==> src/core/sil_pkg.sv <==
package sil_pkg;

  // register indices, byte address is four times the index
  localparam logic [7:0] SIL_IDX_INT_CFG = 8'h03;
  localparam logic [7:0] SIL_IDX_EVENT_EN = 8'h04;
  localparam logic [7:0] SIL_IDX_MODE_ONE = 8'h05;
  localparam logic [7:0] SIL_IDX_MODE_TWO = 8'h06;
  localparam logic [7:0] SIL_IDX_STATUS = 8'h10;
  localparam logic [7:0] SIL_IDX_PROX_ONE_TH = 8'h11;
  localparam logic [7:0] SIL_IDX_PROX_TWO_TH = 8'h12;
  localparam logic [7:0] SIL_IDX_PROX_HYST = 8'h13;
  localparam logic [7:0] SIL_IDX_PROX_PERSIST = 8'h14;

  localparam int SIL_ADDR_W = 10;

  // interrupt configuration fields
  localparam int SIL_POS_OUT_EN = 0;
  localparam int SIL_POS_DEASSERT_MODE = 1;

  // event enable / flag positions
  localparam int SIL_FLAG_W = 6;
  localparam int SIL_POS_PROX_ONE = 2;
  localparam int SIL_POS_PROX_TWO = 3;
  localparam int SIL_POS_COMMAND = 5;
  localparam logic [5:0] SIL_FLAG_USED = 6'h2c;

  // mode field positions
  localparam int SIL_POS_PROX_ONE_SEL = 4;
  localparam int SIL_POS_PROX_TWO_SEL = 6;
  localparam int SIL_POS_COMMAND_SEL = 2;

  // reset values
  localparam logic [1:0] SIL_RST_INT_CFG = 2'h0;
  localparam logic [5:0] SIL_RST_EVENT_EN = 6'h00;
  localparam logic [7:0] SIL_RST_MODE = 8'h00;
  localparam logic [7:0] SIL_RST_TH = 8'h00;
  localparam logic [7:0] SIL_RST_HYST = 8'h00;
  localparam logic [7:0] SIL_RST_PERSIST = 8'h00;

  // error codes in a response carry this bit
  localparam int SIL_POS_RESP_ERR = 7;

  typedef enum logic [1:0] {
    SIL_SEL_EVERY = 2'h0,
    SIL_SEL_CROSS = 2'h1,
    SIL_SEL_BAD = 2'h2,
    SIL_SEL_ABOVE = 2'h3
  } sil_sel_t;

  typedef struct packed {
    logic valid;
    logic [15:0] value;
  } sil_sample_t;

  typedef struct packed {
    logic valid;
    logic [7:0] code;
  } sil_resp_t;

  function automatic logic [SIL_ADDR_W-1:0] silAddr(input logic [7:0] idx);
    silAddr = {idx, 2'b00};
  endfunction

  // compressed code: upper nibble exponent, lower nibble mantissa
  function automatic logic [19:0] silExpand(input logic [7:0] code);
    logic [19:0] mant;
    mant = {15'h0000, 1'b1, code[3:0]};
    if (code[7:4] == 4'h0) begin
      silExpand = {16'h0000, code[3:0]};
    end else begin
      silExpand = mant << (code[7:4] - 4'h1);
    end
  endfunction

endpackage

==> src/core/sil_prox_channel.sv <==
`timescale 1ns/1ps
module sil_prox_channel (
  input wire logic sysClk,
  input wire logic rstN,
  input wire sil_pkg::sil_sample_t sample,
  input wire logic eventEn,
  input wire logic [1:0] eventSel,
  input wire logic [7:0] thresholdCode,
  input wire logic [7:0] hysteresisCode,
  input wire logic [7:0] persistCount,
  output logic setFlag
);
  import sil_pkg::*;

  logic aboveQ, aboveD;
  logic [7:0] runQ, runD;
  logic setFlagQ, setFlagD;
  logic [20:0] hiLevel;
  logic [19:0] loLevel, thLin, hyLin;
  logic candidate;
  logic [8:0] runNext;

  always_comb begin
    thLin = silExpand(thresholdCode);
    hyLin = silExpand(hysteresisCode);
    hiLevel = {1'b0, thLin} + {1'b0, hyLin};
    loLevel = (thLin > hyLin) ? thLin - hyLin : 20'h00000;
    // hysteresis band: leave the state only past the far edge
    candidate = aboveQ ? ({4'h0, sample.value} >= loLevel)
                       : ({5'h00, sample.value} > hiLevel);
    runNext = {1'b0, runQ} + 9'h001;
    aboveD = aboveQ;
    runD = runQ;
    if (sample.valid) begin
      if (candidate != aboveQ) begin
        // persistence of zero behaves as one sample
        if (runNext >= {1'b0, persistCount} || persistCount == 8'h00) begin
          aboveD = candidate;
          runD = 8'h00;
        end else begin
          runD = runNext[7:0];
        end
      end else begin
        runD = 8'h00;
      end
    end
    setFlagD = 1'b0;
    if (sample.valid && eventEn) begin
      unique case (sil_sel_t'(eventSel))
        SIL_SEL_EVERY: setFlagD = 1'b1;
        SIL_SEL_CROSS: setFlagD = aboveD != aboveQ;
        SIL_SEL_ABOVE: setFlagD = aboveD;
        SIL_SEL_BAD: setFlagD = 1'b0;
      endcase
    end
  end

  always_ff @(posedge sysClk or negedge rstN) begin
    if (!rstN) begin
      aboveQ <= 1'b0;
      runQ <= 8'h00;
      setFlagQ <= 1'b0;
    end else begin
      aboveQ <= aboveD;
      runQ <= runD;
      setFlagQ <= setFlagD;
    end
  end

  assign setFlag = setFlagQ;

endmodule

==> src/core/sil_irq_core.sv <==
`timescale 1ns/1ps
// Notes on behaviour
// - pin driven only while output enable set
// - pin asserts when flags AND enables nonzero
// - mode zero: writing one clears that flag
// - channel one every-sample flag when enabled
// - channel one flag on threshold crossing
// - channel one flag while above threshold
// - channel two every-sample flag when enabled
// - channel two flag on threshold crossing
// - channel two flag while above threshold
// - hysteresis and persistence gate threshold flags
// - thresholds and hysteresis are compressed codes
// - command flag on every new response
// - command mode one: only new errors
module sil_irq_core (
  input wire logic sys_clk,
  input wire logic rst_n,
  input wire logic psel,
  input wire logic penable,
  input wire logic pwrite,
  input wire logic [sil_pkg::SIL_ADDR_W-1:0] paddr,
  input wire logic [31:0] pwdata,
  output logic [31:0] prdata,
  output logic pready,
  output logic pslverr,
  input wire sil_pkg::sil_sample_t proxOneSample,
  input wire sil_pkg::sil_sample_t proxTwoSample,
  input wire sil_pkg::sil_resp_t commandResp,
  output logic irq,
  output logic intPinOut,
  output logic intPinOe
);
  import sil_pkg::*;

  logic rstMetaQ, rstMetaD;
  logic rstSyncQ, rstSyncD;

  // only the second stage reads the first
  always_comb begin
    rstMetaD = 1'b1;
    rstSyncD = rstMetaQ;
  end

  always_ff @(posedge sys_clk or negedge rst_n) begin
    if (!rst_n) begin
      rstMetaQ <= 1'b0;
      rstSyncQ <= 1'b0;
    end else begin
      rstMetaQ <= rstMetaD;
      rstSyncQ <= rstSyncD;
    end
  end

  // register state
  logic [1:0] intCfgQ, intCfgD;
  logic [5:0] eventEnQ, eventEnD;
  logic [7:0] modeOneQ, modeOneD;
  logic [7:0] modeTwoQ, modeTwoD;
  logic [5:0] statusQ, statusD;
  logic [7:0] proxOneThQ, proxOneThD;
  logic [7:0] proxTwoThQ, proxTwoThD;
  logic [7:0] proxHystQ, proxHystD;
  logic [7:0] proxPersistQ, proxPersistD;
  logic [31:0] prdataQ, prdataD;
  logic pslverrQ, pslverrD;
  logic [7:0] lastErrQ, lastErrD;
  logic cmdFlagQ, cmdFlagD;

  logic setupPhase, accessPhase, wrAccess, rdAccess;
  logic hitKnown;
  logic [31:0] readMux;
  logic proxOneSet, proxTwoSet;
  logic [5:0] setVec;
  logic pending;

  // layout guards: the fixed-width logic below cannot serve other layouts
  if (SIL_FLAG_W != 6) begin : g_flagWidth
    $error("status width must be six bits");
  end
  if (SIL_POS_PROX_ONE >= SIL_FLAG_W || SIL_POS_PROX_TWO >= SIL_FLAG_W
      || SIL_POS_COMMAND >= SIL_FLAG_W) begin : g_flagPos
    $error("event position outside the status register");
  end
  if (SIL_POS_PROX_ONE_SEL > 6 || SIL_POS_PROX_TWO_SEL > 6
      || SIL_POS_COMMAND_SEL > 7) begin : g_selPos
    $error("event select field outside its mode register");
  end
  if (SIL_POS_OUT_EN > 1 || SIL_POS_DEASSERT_MODE > 1) begin : g_cfgPos
    $error("configuration field outside its register");
  end
  if (SIL_ADDR_W != 10) begin : g_addrWidth
    $error("address must hold an 8-bit index and a byte offset");
  end

  // zero wait states: access always completes on its first edge
  assign pready = 1'b1;
  assign setupPhase = psel && !penable;
  assign accessPhase = psel && penable;
  assign wrAccess = accessPhase && pwrite;
  assign rdAccess = accessPhase && !pwrite;

  function automatic logic isReg(input logic [SIL_ADDR_W-1:0] a, input logic [7:0] idx);
    isReg = a == silAddr(idx);
  endfunction

  always_comb begin
    hitKnown = 1'b1;
    readMux = 32'h00000000;
    if (isReg(paddr, SIL_IDX_INT_CFG)) begin
      readMux = {30'h0, intCfgQ};
    end else if (isReg(paddr, SIL_IDX_EVENT_EN)) begin
      readMux = {26'h0, eventEnQ};
    end else if (isReg(paddr, SIL_IDX_MODE_ONE)) begin
      readMux = {24'h000000, modeOneQ};
    end else if (isReg(paddr, SIL_IDX_MODE_TWO)) begin
      readMux = {24'h000000, modeTwoQ};
    end else if (isReg(paddr, SIL_IDX_STATUS)) begin
      readMux = {26'h0, statusQ};
    end else if (isReg(paddr, SIL_IDX_PROX_ONE_TH)) begin
      readMux = {24'h000000, proxOneThQ};
    end else if (isReg(paddr, SIL_IDX_PROX_TWO_TH)) begin
      readMux = {24'h000000, proxTwoThQ};
    end else if (isReg(paddr, SIL_IDX_PROX_HYST)) begin
      readMux = {24'h000000, proxHystQ};
    end else if (isReg(paddr, SIL_IDX_PROX_PERSIST)) begin
      readMux = {24'h000000, proxPersistQ};
    end else begin
      hitKnown = 1'b0;
    end
  end

  // read data and error are captured in setup so they stand in access
  always_comb begin
    prdataD = prdataQ;
    pslverrD = pslverrQ;
    if (setupPhase) begin
      prdataD = pwrite ? 32'h00000000 : readMux;
      pslverrD = !hitKnown;
    end
  end

  always_comb begin
    intCfgD = intCfgQ;
    eventEnD = eventEnQ;
    modeOneD = modeOneQ;
    modeTwoD = modeTwoQ;
    proxOneThD = proxOneThQ;
    proxTwoThD = proxTwoThQ;
    proxHystD = proxHystQ;
    proxPersistD = proxPersistQ;
    if (wrAccess) begin
      if (isReg(paddr, SIL_IDX_INT_CFG)) begin
        intCfgD = pwdata[1:0];
      end
      if (isReg(paddr, SIL_IDX_EVENT_EN)) begin
        eventEnD = pwdata[5:0] & SIL_FLAG_USED;
      end
      if (isReg(paddr, SIL_IDX_MODE_ONE)) begin
        modeOneD = pwdata[7:0];
      end
      if (isReg(paddr, SIL_IDX_MODE_TWO)) begin
        modeTwoD = pwdata[7:0];
      end
      if (isReg(paddr, SIL_IDX_PROX_ONE_TH)) begin
        proxOneThD = pwdata[7:0];
      end
      if (isReg(paddr, SIL_IDX_PROX_TWO_TH)) begin
        proxTwoThD = pwdata[7:0];
      end
      if (isReg(paddr, SIL_IDX_PROX_HYST)) begin
        proxHystD = pwdata[7:0];
      end
      if (isReg(paddr, SIL_IDX_PROX_PERSIST)) begin
        proxPersistD = pwdata[7:0];
      end
    end
  end

  sil_prox_channel u_proxOne (
    .sysClk(sys_clk),
    .rstN(rstSyncQ),
    .sample(proxOneSample),
    .eventEn(eventEnQ[SIL_POS_PROX_ONE]),
    .eventSel(modeOneQ[SIL_POS_PROX_ONE_SEL +: 2]),
    .thresholdCode(proxOneThQ),
    .hysteresisCode(proxHystQ),
    .persistCount(proxPersistQ),
    .setFlag(proxOneSet)
  );

  sil_prox_channel u_proxTwo (
    .sysClk(sys_clk),
    .rstN(rstSyncQ),
    .sample(proxTwoSample),
    .eventEn(eventEnQ[SIL_POS_PROX_TWO]),
    .eventSel(modeOneQ[SIL_POS_PROX_TWO_SEL +: 2]),
    .thresholdCode(proxTwoThQ),
    .hysteresisCode(proxHystQ),
    .persistCount(proxPersistQ),
    .setFlag(proxTwoSet)
  );

  // command events, registered to line up with the channel flags
  always_comb begin
    lastErrD = lastErrQ;
    cmdFlagD = 1'b0;
    if (commandResp.valid) begin
      if (!modeTwoQ[SIL_POS_COMMAND_SEL]) begin
        cmdFlagD = eventEnQ[SIL_POS_COMMAND];
      end else begin
        cmdFlagD = eventEnQ[SIL_POS_COMMAND] && commandResp.code[SIL_POS_RESP_ERR]
                   && commandResp.code != lastErrQ;
      end
      lastErrD = commandResp.code;
    end
  end

  always_comb begin
    setVec = 6'h00;
    setVec[SIL_POS_PROX_ONE] = proxOneSet;
    setVec[SIL_POS_PROX_TWO] = proxTwoSet;
    setVec[SIL_POS_COMMAND] = cmdFlagQ;
    statusD = statusQ;
    if (wrAccess && isReg(paddr, SIL_IDX_STATUS) && !intCfgQ[SIL_POS_DEASSERT_MODE]) begin
      statusD = statusQ & ~pwdata[5:0];
    end
    // other deassert mode: a read clears only what it reported, so a flag
    // raised between setup and access is not lost unseen
    if (rdAccess && isReg(paddr, SIL_IDX_STATUS) && intCfgQ[SIL_POS_DEASSERT_MODE]) begin
      statusD = statusQ & ~prdataQ[5:0];
    end
    // a new event in the clearing cycle survives
    statusD = statusD | setVec;
  end

  // configuration registers
  always_ff @(posedge sys_clk or negedge rstSyncQ) begin
    if (!rstSyncQ) begin
      intCfgQ <= SIL_RST_INT_CFG;
      eventEnQ <= SIL_RST_EVENT_EN;
      modeOneQ <= SIL_RST_MODE;
      modeTwoQ <= SIL_RST_MODE;
      proxOneThQ <= SIL_RST_TH;
      proxTwoThQ <= SIL_RST_TH;
      proxHystQ <= SIL_RST_HYST;
      proxPersistQ <= SIL_RST_PERSIST;
    end else begin
      intCfgQ <= intCfgD;
      eventEnQ <= eventEnD;
      modeOneQ <= modeOneD;
      modeTwoQ <= modeTwoD;
      proxOneThQ <= proxOneThD;
      proxTwoThQ <= proxTwoThD;
      proxHystQ <= proxHystD;
      proxPersistQ <= proxPersistD;
    end
  end

  // read path
  always_ff @(posedge sys_clk or negedge rstSyncQ) begin
    if (!rstSyncQ) begin
      prdataQ <= 32'h00000000;
      pslverrQ <= 1'b0;
    end else begin
      prdataQ <= prdataD;
      pslverrQ <= pslverrD;
    end
  end

  // command tracking
  always_ff @(posedge sys_clk or negedge rstSyncQ) begin
    if (!rstSyncQ) begin
      lastErrQ <= 8'h00;
      cmdFlagQ <= 1'b0;
    end else begin
      lastErrQ <= lastErrD;
      cmdFlagQ <= cmdFlagD;
    end
  end

  // event flags
  always_ff @(posedge sys_clk or negedge rstSyncQ) begin
    if (!rstSyncQ) begin
      statusQ <= 6'h00;
    end else begin
      statusQ <= statusD;
    end
  end

  assign prdata = prdataQ;
  assign pslverr = pslverrQ && accessPhase;
  assign pending = |(statusQ & eventEnQ);
  assign irq = pending;
  // open drain, active low: pin pulled low only while enabled
  assign intPinOut = 1'b0;
  assign intPinOe = pending && intCfgQ[SIL_POS_OUT_EN];

endmodule

==> config.mk <==
export PLATFORM = sky130hd
export DESIGN_NAME = sil_irq_core
export DESIGN_NICKNAME = d
export VERILOG_FILES = /design/src/core/sil_pkg.sv /design/src/core/sil_prox_channel.sv /design/src/core/sil_irq_core.sv
export SDC_FILE = /design/constraint.sdc
export NUM_CORES = 1
export LEC_CHECK = 0
export ABC_CLOCK_PERIOD_IN_PS = 3600
export BUFFER_PORTS_ARGS = -buffer_cell sky130_fd_sc_hd__buf_2
export CORE_AREA = 2 2 170 172
export CTS_CLUSTER_DIAMETER = 100
export CTS_CLUSTER_SIZE = 20
export DETAILED_ROUTE_END_ITERATION = 16
export DIE_AREA = 0 0 172 174
export HOLD_SLACK_MARGIN = 0.08
export PLACE_DENSITY = 0.69
export SYNTH_ARGS = -nofsm -noshare
export SYNTH_HDL_FRONTEND = slang
export SYNTH_HIERARCHICAL = 1
export SYNTH_SLANG_ARGS = --single-unit
==> constraint.sdc <==
create_clock -name sys_clk -period 3.6 [get_ports sys_clk]
set_clock_uncertainty 0.05 [all_clocks]
set_input_delay 0.18 -clock sys_clk [delete_from_list [all_inputs] [get_ports sys_clk]]
set_output_delay 0.18 -clock sys_clk [all_outputs]
set_load 0.01 [all_outputs]
# Word-level counts from Yosys, hierarchy flattened
# Index checks and enable logic that the tools add are counted.
dict set report classes {
  addsub 9
  order_cmp 8
  n_eq_ne 20
  shift 3
  mux 44
  bitwise_logic 6
  reduce_logical 35
}
# cell n
set op_table {}
lappend op_table {{8-bit two-way mux} 13}
lappend op_table {{20-bit two-way mux} 5}
lappend op_table {{5-bit by 4-bit << shifter with 20-bit output} 3}
lappend op_table {{10-bit by 7-bit equality test with 1-bit output, second input constant} 5}
lappend op_table {{20-bit by 20-bit adder with 21-bit output} 2}
lappend op_table {{16-bit by 21-bit greater-than comparator with 1-bit output} 2}
lappend op_table {{16-bit by 20-bit greater-or-equal comparator with 1-bit output} 2}
lappend op_table {{20-bit greater-than comparator} 2}
lappend op_table {{20-bit subtractor} 2}
lappend op_table {{32-bit two-way mux} 1}
lappend op_table {{10-bit by 5-bit equality test with 1-bit output, second input constant} 3}
lappend op_table {{1-bit two-way mux} 21}
lappend op_table {{8-bit by 1-bit adder with 9-bit output, second input constant} 2}
lappend op_table {{6-bit bitwise AND} 3}
lappend op_table {{9-bit by 8-bit greater-or-equal comparator with 1-bit output} 2}
lappend op_table {{2-bit AND reduction} 8}
lappend op_table {{1-bit logical AND} 14}
lappend op_table {{4-bit logical NOT} 3}
lappend op_table {{6-bit two-way mux} 2}
lappend op_table {{6-bit NOT} 2}
lappend op_table {{4-bit by 1-bit subtractor with 4-bit output, second input constant} 3}
lappend op_table {{10-bit by 4-bit equality test with 1-bit output, second input constant} 1}
lappend op_table {{2-bit equality test, second input constant} 4}
lappend op_table {{8-bit logical NOT} 1}
lappend op_table {{other kinds (9)} 19}
dict set report word_totals {
  ff_bits 123
  input_bits 90
  out_inout_bits 37
}

# Depth between registers and ports, before layout
# Gate-level depths: netlist (run 1).
dict set report logic_depth {
  ltp_word 13
  mapped_depth 32
  depth_no_buf 29
}

# Hierarchy
# The synthesis (run 1) kept the hierarchy.
# mod n_inst cells_each area_each_um2
set modules_own_cells {}
lappend modules_own_cells {{sil_prox_channel (u_proxOne)} 1 729 4959.8}
lappend modules_own_cells {{sil_prox_channel (u_proxTwo)} 1 680 4749.6}
lappend modules_own_cells {sil_irq_core 1 376 4230.3}

# Least setup slack after synthesis (run 1)
# OpenSTA, ideal clock, no wires.
dict set report synth_path {
  path_type {register -> register}
  start {register proxOneThQ[4]}
  end {register u_proxOne.runQ[1]}
  setup_ns 0.101
  arrival_time_ns 6.403
  setup_slack_ns -2.953
  path_stages_with_launch 30
  path_buffers 5
  cell_sequence {dfrtp_1 clkbuf_1 clkbuf_1 inv_1 ha_1 clkbuf_1 mux2i_1 a21oi_1 mux2_2 a22oi_1 o22ai_1 ha_1 buf_2 and2b_1 a2111oi_2 o41a_1 o21ai_1 a21oi_4 clkbuf_1 nand2_1 ha_1 a211oi_1 nor2_1 a2111oi_0 o21ai_0 a211oi_1 nor2_1 a31oi_4 a21oi_4 o32ai_1}
}
dict set report synth_between {
  elab_chain_cells 9
}
# item line
set synth_lines {}
lappend synth_lines {{from (decl)} sil_irq_core.sv:61} ;# logic [7:0] proxOneThQ, proxOneThD;
lappend synth_lines {{from (signal assigned)} sil_irq_core.sv:253} ;# proxOneThQ <= proxOneThD;
lappend synth_lines {{4-bit by 1-bit subtractor with 4-bit output} sil_pkg.sv:71} ;# silExpand = mant << (code[7:4] - 4'h1);
lappend synth_lines {{5-bit by 4-bit << shifter with 20-bit output} sil_pkg.sv:71}
lappend synth_lines {{20-bit two-way mux (*)} sil_pkg.sv:68} ;# if (code[7:4] == 4'h0) begin
lappend synth_lines {{20-bit subtractor / 20-bit greater-than comparator (equally long branches)} sil_prox_channel.sv:27} ;# loLevel = (thLin > hyLin) ? thLin - hyLin : 20'h00000;
lappend synth_lines {{20-bit two-way mux} sil_prox_channel.sv:27}
lappend synth_lines {{16-bit by 20-bit greater-or-equal comparator with 1-bit output} sil_prox_channel.sv:29} ;# candidate = aboveQ ? ({4'h0, sample.value} >= loLevel)
lappend synth_lines {{1-bit two-way mux (*)} sil_prox_channel.sv:29}
lappend synth_lines {{1-bit != test (*)} sil_prox_channel.sv:35} ;# if (candidate != aboveQ) begin
lappend synth_lines {{8-bit two-way mux (*)} sil_prox_channel.sv:35}
lappend synth_lines {{to (signal assigned)} sil_prox_channel.sv:65} ;# runQ <= runD;
lappend synth_lines {{to (decl)} sil_prox_channel.sv:16} ;# logic [7:0] runQ, runD;
# Mark *: on every way between the ends. The rest lies on a longest branch, timed or not.
# A chain may end at the register's enable or synchronous reset.

# Final worst setup path (run 1)
dict set report layout_path {
  start {register proxOneThQ[4]}
  end {register u_proxOne.runQ[7]}
}
# Same word-level chain as after synthesis.

==> impl_results.md, run 1 <==
* DIE WIDTH at approximately 170 µm
* Leading area contributor after synthesis: dfrtp_1
* Largest family of logic cells by synthesized area: compound AO/OA/AOI/OAI gates
* Drt drc at 0
* Final Worst Setup Slack at -2.193 ns
* CP top delay family: compound AO/OA/AOI/OAI gates
* Final min period at a little under 6 ns
* GRT Total Usage at 0.3109
* Violated checks: negative setup slack
* Post-synthesis cell type count at 104
* Pre-CTS WS at -2.559 ns
* Vias in the first global route at ~15000
* Count of state elements after synthesis at approximately 100
* Clock sinks at 99
* Initial antenna violation count at 1
* Initial drt markers at around 1300
* First-pass GRT wire length at about 76000 µm
* Leak at 9.579 nW
* Int Power at ~2.1 mW
* Worst flop-to-flop path startpoint: proxOneThQ[4]
* Pwr Density at roughly 150 nW/µm²
* Setup Viol. Count Final at 20
* # fillers at ~2200
* Fmax at around 170 MHz
* Via Count at ~16000
* Tcrit/Tclk final at 1.609
* Mapped Cells at 1785
* CP max stage delay at roughly 0.43 ns
* Worst hold path class: input port to flop
* Fraction of power consumed by the clock network at 0.363
* Hold Path Cell Cnt at 3
* Status: finished, violations left
* Sw Ratio at 0.2948
* Hold_sp: commandResp[8]
* Layout Cells excl Fill at about 2700
* GPL Wtd Cong at 0.9862
* Hold path endpoint: cmdFlagQ
* R2R Setup Slk at -2.19 ns
* Post-synth EDFFs at 0
* Die area at between 20000 and 30000 µm²
* Total grt overflow at 0
* TritonCTS clock tree: built
* Rel. slew slack at 0.2276
* Worst Path Buf+Inv at 6
* Hold Fails Final Rpt at 0
* Pin count of the biggest net entering global routing at 89
* Core area at between 20000 and 30000 µm²
* Post-synthesis mux area share at 0.07181
* Ratio of cells with drive above 1 in the final layout at 0.4020
* Routed WL at between 40000 and 50000 µm
* Slew @ Worst Pin at between 1 and 1.5 ns
* Post-synth ARST share at 1.000
* Post-synth top area share at 0.1777
* H-tree Lvls at 3
* DRT Pass-1 Iters at 8
* Ranking of synthesized cells by area: dfrtp_1, ha_1, mux2_2
* Fin nets at 2560
* Yosys warns at 6
* Max Cap Viol at 0
* Worst R2R Path Depth at 29
* CTS clk-pin slew, worst paths at about 0.07 ns
* RSZ-0062 raised after global routing: yes
* Net Switching at just under 0.9 mW
* Inst Count DP at approximately 2600
* Critical path's slowest cell: dfrtp_1
* Synth Area in XOR/XNOR at 0.05843
* Number of cell rows at 62
* Synth Area in Compound Gates at 0.2326
* Mapped cell area at ~14000 µm²
* Clock latency on the worst-skew pair at between 0.3 and 0.4 ns
* Register area share after synthesis at 0.1777
* Fin Setup TNS at -42.48 ns
* Initial cell density of the core at 0.4937
* Root Buffer: clkbuf_16
* Crit path DAT at roughly 6 ns
* Post-route ant nets at 0
* Data required, critical path at about 3.8 ns
* Area Overhead vs Synth at 44.78%
* Die Y-Extent at 174 µm
* Wire per inst at roughly 18 µm
* Final HPWL DP at 36950 µm
* Simple-gate share of the synthesized area at 0.2274
* Post-DR vias/cell at a little under 6
* VDD IR max at between 0.3 and 0.4 mV
* Main flop type after synthesis: dfrtp_1
* Number of I/O pins at 127
* CTS Buf Count at 9
* Adder-cell share of the synthesized area at 0.1591
* Max-slew violations at 0
* Avg Synthesized Cell Area at around 7.8 µm²
* Register share of total power at 0.394
* Comb pwr share at 0.243
* Worst Path Max Fanout at 8
* Critical path type: flop to flop
* R2R Path End: u_proxOne/runQ[7]
* Crit path capture type: flop
* CTS max path bufs at 2
* Startpoint types: flop
* Number of port buffers at between 70 and 80
==> synth_stat cells, types with 6 or more instances <==
cell and count:
nand2_1 179, ha_1 170, nor2_1 151, inv_1 120
dfrtp_1 99, a21oi_1 97, o21ai_0 80, xnor2_1 65
nand3_1 64, mux2_2 62, clkbuf_1 54, nor2b_1 36
nand2b_1 35, a21o_1 33, buf_4 30, xor2_1 28
nor3_1 25, a211oi_1 24, o22ai_1 24, buf_2 22
o21a_1 21, nand4_1 20, nor4_1 20, mux2i_1 19
a31oi_1 15, o31ai_1 13, a22o_1 11, a22oi_1 11
and2_1 11, and3_1 11, o211ai_1 11, or3_1 11
a32o_1 10, a32oi_1 10, o21ai_1 10, a221oi_1 8
a2bb2oi_1 8, o21bai_1 8, a2111oi_0 7, and4_1 7
nor3b_1 7, or2_2 7, a211o_1 6, mux2_1 6
nand3b_1 6
==> per-layer routing <==
layer	GRT usage	wire, µm
met5	0	0
met4	0.07703	1297
met3	0.03643	2820
met2	0.5315	24080
met1	0.4164	21170
==> repair_timing <==
item,4_1_cts,5_1_grt
setup endpoints to repair,20,20
pin swaps,79,82
gates cloned,1,0
hold buffers,10,0
buffers inserted,45,28
resized for setup,143,125
endpoints found under the hold margin,11,0
==> worst max-delay path by stage <==
stage                  startpoint                 to  slack, ns  depth (start not counted)
detailed placement  proxOneThQ[4]  u_proxOne/runQ[1]      -2.56                         25
finish              proxOneThQ[4]  u_proxOne/runQ[7]      -2.19                         29
global route        proxOneThQ[4]  u_proxOne/runQ[5]      -2.43                         27
floorplan           proxOneThQ[4]  u_proxOne/runQ[1]      -2.03                         29
CTS                 proxOneThQ[4]  u_proxOne/runQ[1]      -2.18                         26
global placement    proxOneThQ[5]  u_proxOne/runQ[1]      -2.41                         29
==> logic make-up after synthesis <==
| logic type | count (synthesis) |
|---|---|
| buffers and inverters | 232 |
| muxes | 90 |
| other | 2 |
| DFF | 99 |
| xor gates and xnor gates | 93 |
| adders and majority gates | 175 |
| and+or+nand+nor | 626 |
| AOI/OAI and AO/OA | 468 |
==> registers in the layout, summed over array words and instances, names as in the netlist, 2 cells and up <==
register	cells
modeOneQ	8
lastErrQ	8
u_proxTwo/runQ	8
proxTwoThQ	8
prdata	8
proxOneThQ	8
u_proxOne/runQ	8
statusQ	6
modeTwoQ	8
eventEnQ	3
proxPersistQ	8
proxHystQ	8
intCfgQ	2
==> stage by stage <==
step | hold slack [ns] | power (mW) | util | cell area, µm²
3_3_place_gp | -0.08477 | 1.765 | 0.6335 | 17890
6_report | 0.1025 | 3.023 | 0.7147 | 20180
3_5_place_dp | -0.08462 | 1.783 | 0.6335 | 17890
5_1_grt | 0.1126 | 3.151 | 0.7146 | 20180
2_1_floorplan | -0.1656 | 1.578 | - | 14450
4_1_cts | 0.09029 | 2.961 | 0.6854 | 19350
==> final cells by class <==
cell class              count  area (µm²)  area share
flip-flops and latches     99        2482      0.1230
repair buffers            584        4327      0.2144
well taps                 384       480.5     0.02381
clock inverters             6       107.6    0.005332
inverters                 123       474.2     0.02350
clock buffers              10       239.0     0.01184
multi-input cells        1479       12070      0.5979
diodes                      2       5.005   0.0002480
==> power groups by stage <==
stage / Sequential, mW / Clock (mW) / Combinational (mW)
floorplan: 1.20 / 0 / 0.382
global placement: 1.21 / 0 / 0.555
detailed placement: 1.21 / 0 / 0.572
CTS: 1.19 / 1.12 / 0.655
global route: 1.20 / 1.16 / 0.790
finish: 1.19 / 1.10 / 0.735
==> cell usage in the layout (no fill, tap or decap), types with 13 or more instances in the layout <==
cell and instances:
nor3_1 17, ha_1 134, buf_4 482, a211oi_2 14, conb_1 27, nand2_1 161, xor2_1 27, ha_4 28
buf_2 76, mux2_2 59, o21ai_1 21, mux2i_1 13, nand2b_1 33, inv_1 113, a21o_1 33, nand2_2 16
o21ai_0 56, dfrtp_1 97, nand3_1 59, a21oi_1 77, a21oi_2 15, xnor2_1 61, nand4_1 20, o22ai_1 15
nor2_1 132, o21a_1 21, nor4_1 18, nor2b_1 30
==> worst min-delay path, cell delays in order <==
cell	delay, ns
buf_2	0.17
nand2_1	0.08
a21oi_1	0.04
Power figures use the tool's default switching activity.
==> run 2: changes to the inputs <==
--- a/config.mk
+++ b/config.mk
@@ -14,6 +14,7 @@
 export DIE_AREA = 0 0 172 174
 export HOLD_SLACK_MARGIN = 0.08
 export PLACE_DENSITY = 0.69
+export SETUP_SLACK_MARGIN = 0.1
 export SYNTH_ARGS = -nofsm -noshare
 export SYNTH_HDL_FRONTEND = slang
 export SYNTH_HIERARCHICAL = 1
==> run 2 against run 1 <==
The run still ends with negative setup slack left; critical path depth down 1; setup slack worse by 0.063 ns; power is 0.73% lower; sequential power barely moved; maximum frequency shrank 1.1%; combinational power fell by 2.9%; core utilization down 0.65 points; clock-buffer cell count stayed put; critical endpoint is now u_proxTwo/runQ[3].
==> impl_results.md, run 2 (synthesis gave the netlist of run 1 again) <==
* Hold_ws at 0.1016 ns (-0.0009400 ns)
* Post-route ant nets at 0 (unchanged)
* GPL Wtd Cong at 0.9862 (unchanged)
* Drt drc at 0 (unchanged)
* Worst flop-to-flop path startpoint: proxHystQ[5]
* Tcrit/Tclk final at 1.627 (+0.01761)
* Die Y-Extent at 174 µm (unchanged)
* Final Worst Setup Slack at -2.256 ns (-0.06340 ns)
* Hold Fails Final Rpt at 0 (unchanged)
* Pre-CTS WS at -2.559 ns (unchanged)
* Most frequent cells in the layout: buf_4, nand2_1, nor2_1, ha_1, inv_1
* DIE WIDTH at 172 µm (unchanged)
* Setup Viol. Count Final at 20 (unchanged)
* Routed WL at 48330 µm (-2.1%)
* Initial antenna violation count at 1 (unchanged)
* Clock latency on the worst-skew pair at 0.35 ns (about the same)
* Leak at 9.500 nW (-0.82%)
* Slew @ Worst Pin at 1.154 ns (-0.004649 ns)
* Total grt overflow at 0 (unchanged)
* GRT Total Usage at 0.3109 (about the same)
* Pin count of the biggest net entering global routing at 89 (unchanged)
* Status: finished, violations left
* Ratio of cells with drive above 1 in the final layout at 0.3916 (-0.01037)
* Commonest non-fill, non-tap cell in the layout: buf_4
* Initial cell density of the core at 0.4937 (unchanged)
* Fin nets at 2552 (-0.31%)
* Max Cap Viol at 0 (unchanged)
* CP max stage delay at 0.45 ns (+0.02 ns)
* Number of port buffers at 76 (unchanged)
* Hold_sp: commandResp[8]
* Max-slew violations at 0 (unchanged)
* Worst R2R Path Depth at 28 (-3.4%)
* RSZ-0062 raised after global routing: yes
* H-tree Lvls at 3 (unchanged)
* Worst Path Max Fanout at 8 (unchanged)
* Data required, critical path at 3.77 ns (-0.05 ns)
* CTS clk-pin slew, worst paths at 0.07 ns (about the same)
* CTS Buf Count at 9 (unchanged)
* Via Count at 15420 (-1.1%)
* Wire per inst at 18.05 µm (-1.8%)
* Worst Setup SP: proxHystQ[5]
* Number of cell rows at 62 (unchanged)
* Final Power at 3.001 mW (-0.73%)
* TritonCTS clock tree: built
* CTS max path bufs at 2 (unchanged)
* First-pass GRT wire length at 75580 µm (about the same)
* Hold path endpoint: cmdFlagQ
* R2R Path End: u_proxTwo/runQ[3]
* Violated checks: negative setup slack
* Clock sinks at 99 (unchanged)
* R2R Setup Slk at -2.26 ns (-0.06 ns)
* Critical path type: flop to flop
* Number of I/O pins at 127 (unchanged)
* CP dominant cell by count: buf_4
* Startpoint types: flop
* Fmax at 170.8 MHz (-1.1%)
* Core area at 28240 µm² (unchanged)
* Critical path's slowest cell: or3b_4
* Crit path capture type: flop
* Root Buffer: clkbuf_16
* Rel. slew slack at 0.2307 (+0.003100)
* Hold Path Cell Cnt at 3 (unchanged)
* Worst hold path class: input port to flop
* Initial drt markers at 1278 (+1.1%)
* DRT Pass-1 Iters at 7 (-1)
* Final min period at 5.856 ns (+0.06340 ns)
* Pwr Density at 150.1 nW/µm² (+0.18%)
* Fin Setup TNS at -43.43 ns (-0.9503 ns)
* Crit path DAT at 6.03 ns (+0.02 ns)
* Die area at 29930 µm² (unchanged)
* Area Overhead vs Synth at 43.47%
* VDD IR max at 0.3766 mV (-0.31%)
* Final HPWL DP at 36950 µm (unchanged)
* Post-DR vias/cell at 5.757 (-0.79%)
* Vias in the first global route at 15130 (+0.11%)
==> run 2: changes by cell type in the layout (fill, tap and decap cells not counted), moves of 3 or more <==
cell and change:
buf_4 -5, a21oi_2 +3, ha_1 +3, nor2_2 -3, nor2_1 +5
==> run 2: how the worst max path moves through the flow <==
| stage | to | slack, ns |
|---|---|---|
| finish | u_proxTwo/runQ[3] | -2.26 |
| global route | u_proxTwo/runQ[3] | -2.41 |
| CTS | u_proxOne/runQ[1] | -2.19 |
| detailed placement | u_proxOne/runQ[1] | -2.56 |
| global placement | u_proxOne/runQ[1] | -2.41 |
| floorplan | u_proxOne/runQ[1] | -2.03 |
==> run 2: final cells by class <==
| cell class | instances | area, µm² |
|---|---|---|
| Clock inverter | 6 | 107.6 |
| Tap cell | 384 | 480.5 |
| Timing Repair Buffer | 576 | 4247 |
| Inverter | 123 | 474.2 |
| Sequential cell | 99 | 2482 |
| Clock buffer | 10 | 239.0 |
| Multi-Input combinational cell | 1479 | 11970 |
| Fill cell | 2258 | 8238 |
| Antenna cell | 1 | 2.502 |
==> run 2: what timing repair did <==
item,CTS,global route
cloned,1,0
resized for setup,141,102
hold buffers,10,0
setup endpoints to repair,20,20
buffers inserted,44,19
pin swaps,78,76
endpoints found under the hold margin,11,0
==> run 2: metal layers <==
metal / routed length [µm] / vias to the layer above / global-route usage
li1: - / 7424 / -
met1: 20910 / 7367 / 0.4161
met2: 23450 / 543 / 0.5300
met3: 2876 / 84 / 0.03643
met4: 1089 / 0 / 0.08053
met5: 0 / - / 0
==> run 2: worst max-delay path: cells and delay by family, from the launching register on <==
family                   cells  cell delay [ns]
AND/OR/NAND/NOR             10             1.89
flip-flops                   1             0.42
buffers and inverters        6             0.78
AO/OA/AOI/OAI                9             1.81
adder cells (fa/ha/maj)      3             0.78
==> run 2: per-stage QoR <==
| stage | utilization | area, µm² | std cells |
|---|---|---|---|
| CTS | 0.6849 | 19340 | 2661 |
| detailed placement | 0.6335 | 17890 | 2593 |
| floorplan | - | 14450 | 1810 |
| finish | 0.7083 | 20000 | 2678 |
| global route | 0.7082 | 20000 | 2677 |
| global placement | 0.6335 | 17890 | 2593 |
==> run 2: power by group <==
group | leakage, nW | switching (mW) | internal, mW
sequential | 1.35 | 0.0514 | 1.14
clock | 0.169 | 0.452 | 0.645
combinational | 7.98 | 0.381 | 0.333
total | 9.50 | 0.884 | 2.12
